===== src/core/sprst_consts.svh =====
// Constants of the status and push-button supervision block.
// Assumes a 250 MHz core clock; all times are derived from it in the top module.
`ifndef SPRST_CONSTS_SVH
`define SPRST_CONSTS_SVH

`define SPRST_CLK_MHZ 250
`define SPRST_US_PER_MS 1000
`define SPRST_FAULT_PULSE_US 128
`define SPRST_RELEASE_MS 16'h0190

`define SPRST_HOLD_MS_0 16'h0FA0
`define SPRST_HOLD_MS_1 16'h1F40
`define SPRST_HOLD_MS_2 16'h2EE0
`define SPRST_HOLD_MS_3 16'h3E80
`define SPRST_WAKE1_MS_0 16'h0050
`define SPRST_WAKE1_MS_1 16'h0258
`define SPRST_WAKE2_MS_0 16'h03E8
`define SPRST_WAKE2_MS_1 16'h05DC

`define SPRST_TERM_W 5
`define SPRST_TS_W 4
`define SPRST_MS_W 16
`define SPRST_SYNC_W 8

`define SPRST_PIN_PB 0
`define SPRST_PIN_CD 1
`define SPRST_PIN_LS 2
`define SPRST_PIN_VIN 3
`define SPRST_PIN_TS 4
`define SPRST_SYNC_RST 8'h01

`endif


===== src/core/sprst_pkg.sv =====
// Types shared by the status and push-button supervision block.
// Assumes the constants header is on the include path.
`include "sprst_consts.svh"

package sprst_pkg;

	typedef enum logic [2:0]
	{
		SPRST_IDLE = 3'h1,
		SPRST_TIMING = 3'h2,
		SPRST_WAIT_UP = 3'h4
	} sprst_press_t;

	typedef logic [`SPRST_MS_W-1:0] sprst_ms_t;
	typedef logic [`SPRST_TERM_W-1:0] sprst_term_t;
	typedef logic [`SPRST_TS_W-1:0] sprst_ts_t;

endpackage


===== src/core/sprst_top.sv =====
// Status line, power-good pin, push-button timing and reset output logic.
// Assumes analog comparators deliver raw levels on the pin inputs and the charger logic shares clk.
`timescale 1ns/10ps
`include "sprst_consts.svh"

module sprst_top
#(
	parameter int MS_TICK_CYC = `SPRST_CLK_MHZ * `SPRST_US_PER_MS,
	parameter int FAULT_PULSE_CYC = `SPRST_FAULT_PULSE_US * `SPRST_CLK_MHZ
)
(
	input wire logic clk,
	input wire logic sys_rst,
	input wire logic pushbutton_in,
	input wire logic chip_disable_n,
	input wire logic load_switch_control,
	input wire logic vin_in_range,
	input wire sprst_pkg::sprst_ts_t thermistor_sense,
	input wire logic charging_active,
	input wire logic charge_done,
	input wire logic charger_hiz,
	input wire logic fault_event,
	input wire logic charge_mode,
	input wire logic ship_mode_enter,
	input wire logic status_out_enable,
	input wire logic pushbutton_shifted_out_en,
	input wire logic [1:0] pushbutton_hold_select,
	input wire logic wake_first_select,
	input wire logic wake_second_select,
	input wire sprst_pkg::sprst_term_t termination_current_prog,
	input wire logic term_override_en,
	input wire sprst_pkg::sprst_term_t term_override_value,
	output logic status_line_out,
	output logic status_line_oe,
	output logic power_good_out,
	output logic power_good_oe,
	output logic reset_n_out,
	output logic reset_n_oe,
	output logic wake_first_event,
	output logic wake_second_event,
	output logic ship_mode,
	output logic ship_mode_exit,
	output sprst_pkg::sprst_ts_t thermistor_fault,
	output sprst_pkg::sprst_term_t termination_current,
	output sprst_pkg::sprst_term_t precharge_current,
	output logic charge_allowed,
	output logic active_battery_mode,
	output logic load_switch_enable
);
	import sprst_pkg::*;

	localparam logic [23:0] TICK_LAST = 24'(MS_TICK_CYC - 1);
	localparam logic [15:0] PULSE_LAST = 16'(FAULT_PULSE_CYC - 1);

	logic [`SPRST_SYNC_W-1:0] pin_raw;
	logic [`SPRST_SYNC_W-1:0] sync_a;
	logic [`SPRST_SYNC_W-1:0] sync_b;
	logic [`SPRST_SYNC_W-1:0] sync_c;
	logic [`SPRST_SYNC_W-1:0] pin_level;
	logic [`SPRST_SYNC_W-1:0] pin_agree;
	logic pb_low;
	logic pb_low_q;
	logic press_start;
	sprst_press_t press_state;
	logic [23:0] press_tick;
	sprst_ms_t press_ms;
	sprst_ms_t next_press_ms;
	sprst_ms_t hold_ms;
	sprst_ms_t wake1_ms;
	sprst_ms_t wake2_ms;
	logic press_ms_tick;
	logic hold_hit;
	logic [23:0] rel_tick;
	sprst_ms_t rel_ms;
	sprst_ms_t next_rel_ms;
	logic [15:0] pulse_cnt;
	logic pulse_active;
	logic pulse_trigger;
	logic charge_ind;
	sprst_ts_t next_ts_fault;
	logic od_low;

	// Every open-drain pin only ever pulls low; the enables carry the information.
	always_ff @(posedge clk)
		od_low <= 1'b0;

	assign status_line_out = od_low;
	assign power_good_out = od_low;
	assign reset_n_out = od_low;

	assign pin_raw = {thermistor_sense, vin_in_range, load_switch_control, chip_disable_n, pushbutton_in};
	assign pin_agree = ~(sync_b ^ sync_c);

	// Three stages; a level is accepted only once the last two stages agree, which also rejects one-cycle glitches.
	always_ff @(posedge clk)
	begin
		if (sys_rst)
		begin
			sync_a <= `SPRST_SYNC_RST;
			sync_b <= `SPRST_SYNC_RST;
			sync_c <= `SPRST_SYNC_RST;
			pin_level <= `SPRST_SYNC_RST;
		end
		else
		begin
			sync_a <= pin_raw;
			sync_b <= sync_a;
			sync_c <= sync_b;
			pin_level <= (pin_level & ~pin_agree) | (sync_c & pin_agree);
		end
	end

	assign pb_low = ~pin_level[`SPRST_PIN_PB];
	assign press_start = pb_low & ~pb_low_q;

	always_ff @(posedge clk)
	begin
		if (sys_rst)
			pb_low_q <= 1'b0;
		else
			pb_low_q <= pb_low;
	end

	always_comb
		unique case (pushbutton_hold_select)
			2'h0: hold_ms = `SPRST_HOLD_MS_0;
			2'h1: hold_ms = `SPRST_HOLD_MS_1;
			2'h2: hold_ms = `SPRST_HOLD_MS_2;
			2'h3: hold_ms = `SPRST_HOLD_MS_3;
		endcase

	assign wake1_ms = wake_first_select ? `SPRST_WAKE1_MS_1 : `SPRST_WAKE1_MS_0;
	assign wake2_ms = wake_second_select ? `SPRST_WAKE2_MS_1 : `SPRST_WAKE2_MS_0;

	assign press_ms_tick = (press_state == SPRST_TIMING) && (press_tick == TICK_LAST);
	assign next_press_ms = press_ms + 16'h0001;
	assign hold_hit = press_ms_tick && (next_press_ms == hold_ms);

	// The selects are read live, so changing them mid-press moves the thresholds of that press.
	always_ff @(posedge clk)
	begin
		if (sys_rst)
			press_state <= SPRST_IDLE;
		else
			unique case (press_state)
				SPRST_IDLE:
					if (press_start)
						press_state <= SPRST_TIMING;
				SPRST_TIMING:
					if (!pb_low)
						press_state <= SPRST_IDLE;
					else if (hold_hit)
						press_state <= SPRST_WAIT_UP;
				SPRST_WAIT_UP:
					if (!pb_low)
						press_state <= SPRST_IDLE;
				default:
					press_state <= SPRST_IDLE;
			endcase
	end

	// The millisecond prescaler restarts with the press so that hold times are exact to one cycle.
	always_ff @(posedge clk)
	begin
		if (sys_rst)
		begin
			press_tick <= 24'h000000;
			press_ms <= 16'h0000;
		end
		else if (press_start)
		begin
			press_tick <= 24'h000000;
			press_ms <= 16'h0000;
		end
		else if (press_state == SPRST_TIMING)
		begin
			if (press_tick == TICK_LAST)
			begin
				press_tick <= 24'h000000;
				press_ms <= next_press_ms;
			end
			else
				press_tick <= press_tick + 24'h000001;
		end
	end

	// Wake events fire only while timing, so a release before the first duration gives none.
	always_ff @(posedge clk)
	begin
		if (sys_rst)
		begin
			wake_first_event <= 1'b0;
			wake_second_event <= 1'b0;
		end
		else
		begin
			wake_first_event <= press_ms_tick && (next_press_ms == wake1_ms);
			wake_second_event <= press_ms_tick && (next_press_ms == wake2_ms);
		end
	end

	assign next_rel_ms = rel_ms + 16'h0001;

	always_ff @(posedge clk)
	begin
		if (sys_rst)
		begin
			reset_n_oe <= 1'b0;
			rel_tick <= 24'h000000;
			rel_ms <= 16'h0000;
		end
		else if (hold_hit)
		begin
			reset_n_oe <= 1'b1;
			rel_tick <= 24'h000000;
			rel_ms <= 16'h0000;
		end
		else if (reset_n_oe)
		begin
			if (rel_tick == TICK_LAST)
			begin
				rel_tick <= 24'h000000;
				rel_ms <= next_rel_ms;
				if (next_rel_ms == `SPRST_RELEASE_MS)
					reset_n_oe <= 1'b0;
			end
			else
				rel_tick <= rel_tick + 24'h000001;
		end
	end

	always_comb
		next_ts_fault = charge_mode ? pin_level[`SPRST_PIN_TS +: `SPRST_TS_W] : 4'h0;

	always_ff @(posedge clk)
		if (sys_rst)
			thermistor_fault <= 4'h0;
		else
			thermistor_fault <= next_ts_fault;

	assign pulse_trigger = fault_event | (|(next_ts_fault & ~thermistor_fault)) | wake_first_event | wake_second_event;

	// A trigger during a running pulse is absorbed; the host reads the cause over the status path anyway.
	always_ff @(posedge clk)
	begin
		if (sys_rst)
		begin
			pulse_active <= 1'b0;
			pulse_cnt <= 16'h0000;
		end
		else if (pulse_active)
		begin
			if (pulse_cnt == PULSE_LAST)
				pulse_active <= 1'b0;
			else
				pulse_cnt <= pulse_cnt + 16'h0001;
		end
		else if (pulse_trigger)
		begin
			pulse_active <= 1'b1;
			pulse_cnt <= 16'h0000;
		end
	end

	always_comb
		charge_ind = status_out_enable & charging_active & ~charge_done & ~charger_hiz & ~pin_level[`SPRST_PIN_CD];

	// The pulse inverts the line so that it stays visible even while charge indication holds it low.
	always_ff @(posedge clk)
	begin
		if (sys_rst)
			status_line_oe <= 1'b0;
		else
			status_line_oe <= charge_ind ^ pulse_active;
	end

	always_ff @(posedge clk)
	begin
		if (sys_rst)
			power_good_oe <= 1'b0;
		else if (pushbutton_shifted_out_en)
			power_good_oe <= pb_low;
		else
			power_good_oe <= pin_level[`SPRST_PIN_VIN];
	end

	// A press starting in the same cycle as an entry request wins; a button that is already held does not block entry.
	always_ff @(posedge clk)
	begin
		if (sys_rst)
		begin
			ship_mode <= 1'b0;
			ship_mode_exit <= 1'b0;
		end
		else
		begin
			ship_mode_exit <= press_start & ship_mode;
			if (press_start)
				ship_mode <= 1'b0;
			else if (ship_mode_enter)
				ship_mode <= 1'b1;
		end
	end

	always_ff @(posedge clk)
	begin
		if (sys_rst)
		begin
			termination_current <= 5'h00;
			precharge_current <= 5'h00;
		end
		else
		begin
			termination_current <= term_override_en ? term_override_value : termination_current_prog;
			precharge_current <= term_override_en ? term_override_value : termination_current_prog;
		end
	end

	always_ff @(posedge clk)
	begin
		if (sys_rst)
		begin
			charge_allowed <= 1'b0;
			active_battery_mode <= 1'b0;
			load_switch_enable <= 1'b0;
		end
		else
		begin
			charge_allowed <= ~pin_level[`SPRST_PIN_CD];
			active_battery_mode <= pin_level[`SPRST_PIN_CD] & ~pin_level[`SPRST_PIN_VIN];
			load_switch_enable <= pin_level[`SPRST_PIN_LS];
		end
	end

endmodule

===== config.mk =====
export PLATFORM = sky130hd
export DESIGN_NAME = sprst_top
export DESIGN_NICKNAME = d
export VERILOG_FILES = /design/src/core/sprst_pkg.sv /design/src/core/sprst_top.sv
export VERILOG_INCLUDE_DIRS = /design/src /design/src/core
export SDC_FILE = /design/constraint.sdc
export NUM_CORES = 1
export LEC_CHECK = 0
export ABC_AREA = 1
export BUFFER_PORTS_ARGS = -buffer_cell sky130_fd_sc_hd__buf_2
export CORE_ASPECT_RATIO = 0.8
export CORE_UTILIZATION = 60
export CTS_BUF_LIST = sky130_fd_sc_hd__clkbuf_16
export CTS_CLUSTER_DIAMETER = 30
export DETAILED_ROUTE_END_ITERATION = 10
export GPL_TIMING_DRIVEN = 1
export PLACE_DENSITY = 0.8
export SLEW_MARGIN = 20
export SYNTH_ARGS = -nofsm -noshare
export SYNTH_HDL_FRONTEND = slang
export SYNTH_SLANG_ARGS = --single-unit

===== constraint.sdc =====
create_clock -name clk -period 2.2 [get_ports clk]
set_input_delay 0 -clock clk [delete_from_list [all_inputs] [get_ports clk]]
set_output_delay 0 -clock clk [all_outputs]
set_load 0.01 [all_outputs]

==> flow_summary_export.csv <==
group,metric,value,unit
layout,instances_no_fill,1402,
drt,drt_pre_antenna_iters,6,
critical_path,worstPathArrival,2.36,ns
synthesis,ys_seq_elements,152,
synthesis,yosysMostFrequentCell,"nand2_1",
power_and_ir_drop,swShare,23.5,%
global_routing,grt_max_degree,33,
floorplanning,num_rows,36,
critical_path,crit_fanout,7,
floorplanning,ios,60,
placement,io_buffers,56,
global_routing,overflow,0,
cts,clkLatencyLatePin,0.43,ns
power_and_ir_drop,p_switching,0.00142,W
layout,syn2layout_area_growth,19.8,%
synthesis,synth_top_flop_cell,"dfxtp_1",
global_routing,grt_pass1_vias,6834,
placement,place_inst,1336,
drt,routed_wl,19400,µm
placement,gp_congestion,0.945,
synthesis,syn_area,7600,µm²
cts,h-tree-depth,4,
cts,clk_root_buffer_cell,"clkbuf_16",
synthesis,synthTopCellsByCount,"nand2_1 (234), nor2_1 (187), dfxtp_1 (152), inv_1 (149), nand3_1 (77)",
cts,clock_path_buffers,2,
drt,initialDrtViolationCount,578,
timing,period_share,93.2,%
synthesis,synth_edf_count,0,
power_and_ir_drop,p_leak,3.70,nW
power_and_ir_drop,power,0.00602,W
layout,fillers,926,
drt,drc,0,
placement,dp_hpwl,12800,µm
power_and_ir_drop,vdd_ir_drop_max,605,µV
layout,layout.nets,1261,
timing,worst_slew_pin_slew,0.508,ns
floorplanning,initial_core_util,62.0,%
timing,max_clock_freq,488,MHz
layout,multiInputGateArea,3870,µm²
synthesis,seq_area_frac_synth,40.1,%
drt,ant_nets,0,
global_routing,grt_pass1_wl,31900,µm
global_routing,grt_usage,30.8,%
synthesis,syn_avg_cell_area,6.84,µm²
drt,viasPerCell,5.39,
synthesis,synth_cells,1111,
critical_path,cp.required,2.51,ns
job,cap_violations,0,
synthesis,synth_top_cell_by_area,"dfxtp_1",
critical_path,crit_top_cell,"nand2_1",
layout,regArea,3050,µm²
power_and_ir_drop,seq_power_share,46.8,%
synthesis,yosysWarnings,0,
critical_path,rrSetupSlack,0.15,ns
cts,cts_tree,"yes",
critical_path,critPathCaptureType,"register",
critical_path,path_cells,"ha_2 -> nand2_1 -> inv_1 -> nand2_1 -> nor2_1 -> nand2_1 -> nor2_4 -> nand2_1 -> nor2_1 -> nand2_1 -> nor2_4 -> nand2_4 -> nand3_1 -> nor2_1",
floorplanning,die-width,128,µm
worst_hold_path,hold_class,"input port to register",
cts,numCtsBuffers,17,
critical_path,critical_path_class,"register to register",
status,status,"completed",
floorplanning,core,12300,µm²
floorplanning,die_h,103,µm
power_and_ir_drop,power_frac_clock,47.5,%
layout,antenna_cells,0,
synthesis,ys_async_sr_fraction,0,%
power_and_ir_drop,internal_power,0.00461,W
timing,max_slew_margin,65.8,%
power_and_ir_drop,powerDensity,662,nW/µm²
floorplanning,die-area,13100,µm²
power_and_ir_drop,comb_power_share,5.7,%
layout,drive_gt1_share,12.9,%
timing,finalSetupViolations,0,
cts,cts.sinks,152,
synthesis,synth.distinct_cells,45,
synthesis,synth_top_area_share,40.1,%
timing,finalHoldViolations,0,
drt,avgRoutedWirePerCell,13.8,µm
drt,via_count,7559,
timing,final.setup_skew,0.00728,ns
critical_path,slowest_stage,"dfxtp_2",
critical_path,crit_path_start_kind,"register",
timing,min_period,2.05,ns
global_routing,antenna_found_initial,0,
cts,clkTransAtPathRegs,0.06,ns
critical_path,critPathMaxStageDelay,0.36,ns
timing,maxSlewViolCount,0,
synthesis,synth.area.top_cells,"dfxtp_1 (40%), nand2_1 (12%), nor2_1 (9.2%)",
-- worst max-delay path: cells and delay by family, from the launching register on --
kind                     cells  cell delay (ns)
AND/OR/NAND/NOR             12             1.28
adder cells (fa/ha/maj)      1             0.20
flip-flops                   1             0.36
buffers and inverters        1             0.09
-- routing by layer --
layer | part of all wire, % | vias to the layer above | global-route usage (%) | routed length (µm)
li1 | - | 3796 | - | -
met1 | 46 | 3440 | 41.3 | 9020
met2 | 44 | 294 | 49.7 | 8610
met3 | 7.9 | 29 | 7.89 | 1530
met4 | 1.3 | 0 | 8.42 | 244
met5 | 0 | - | 0 | 0
-- worst paths after layout --
path,startpoint,end,cells after the start
setup / recovery,press_tick[0]$_SDFFE_PP0P_,rel_tick[7]$_SDFFE_PP0P_,14
hold / removal,fault_event,pulse_cnt[7]$_SDFFE_PP0P_,7
setup reg to reg,press_tick[0]$_SDFFE_PP0P_,rel_tick[7]$_SDFFE_PP0P_,14
hold reg to reg,sync_a[5]$_SDFF_PP0_,sync_b[5]$_SDFF_PP0_,2
-- layout make-up --
cell class | instances | area share [%]
multi-input combinational | 780 | 42.5
sequential | 152 | 33.5
timing repair buffer | 114 | 8.99
inverter | 153 | 6.31
clock buffer | 17 | 4.67
tap | 171 | 2.35
clock inverter | 15 | 1.64
-- cells in the final DEF, fill, tap and decap left out, types with 32 or more instances in the layout --
cell type and count:
nand2_1 233, nor2_1 187, inv_1 151, dfxtp_1 148
nand3_1 77, buf_2 56, a21oi_1 45, o21ai_0 38
nand4_1 35, nor3_1 32
-- repair_timing --
action	in CTS	in global routing
setup endpoints to repair	12	40
hold endpoints to repair	29	0
gates cloned	0	1
hold buffers	31	0
buffers inserted	0	2
gates resized for setup	1	14
pin swaps	0	2
-- state kept, by name, indices dropped and copies added (netlist names), 3 cells and up, named ones only --
register	count
press_ms	16
sync_b	8
rel_ms	16
sync_c	8
thermistor_fault	4
sync_a	8
pulse_cnt	16
precharge_current	5
press_tick	24
press_state	3
rel_tick	24
-- per-stage QoR --
stage               setup WS (ns)  hold slack (ns)  cell area [µm²]  util [%]  TNS (ns)
CTS                        0.0107            0.160             9030      73.7         0
detailed placement         0.0278            0.198             8140      66.4         0
global placement            0.107            0.192             8140      66.4         0
finish                      0.150            0.175             9100      74.3         0
floorplan                   0.314           0.0951             7600         -         0
global route              -0.0106            0.196             9100      74.3   -0.0129
-- power groups by stage --
stage | clock, W | combinational (W) | sequential [W]
floorplan | 0 | 0.000180 | 0.00288
finish | 0.00286 | 0.000343 | 0.00282
global route | 0.00302 | 0.000378 | 0.00282
CTS | 0.00289 | 0.000325 | 0.00282
detailed placement | 0 | 0.000281 | 0.00288
global placement | 0 | 0.000278 | 0.00288
-- logic make-up after synthesis --
logic type / count (synthesis) / synth area share (%)
AOI/OAI and AO/OA: 127 / 9.92
xor gates and xnor gates: 28 / 3.23
adders and majority gates: 10 / 1.65
buffers and inverters: 182 / 9.80
DFF: 152 / 40.1
other: 1 / 0.0494
and+or+nand+nor: 611 / 35.3
Note: power is estimated with default switching activity, not from simulation.
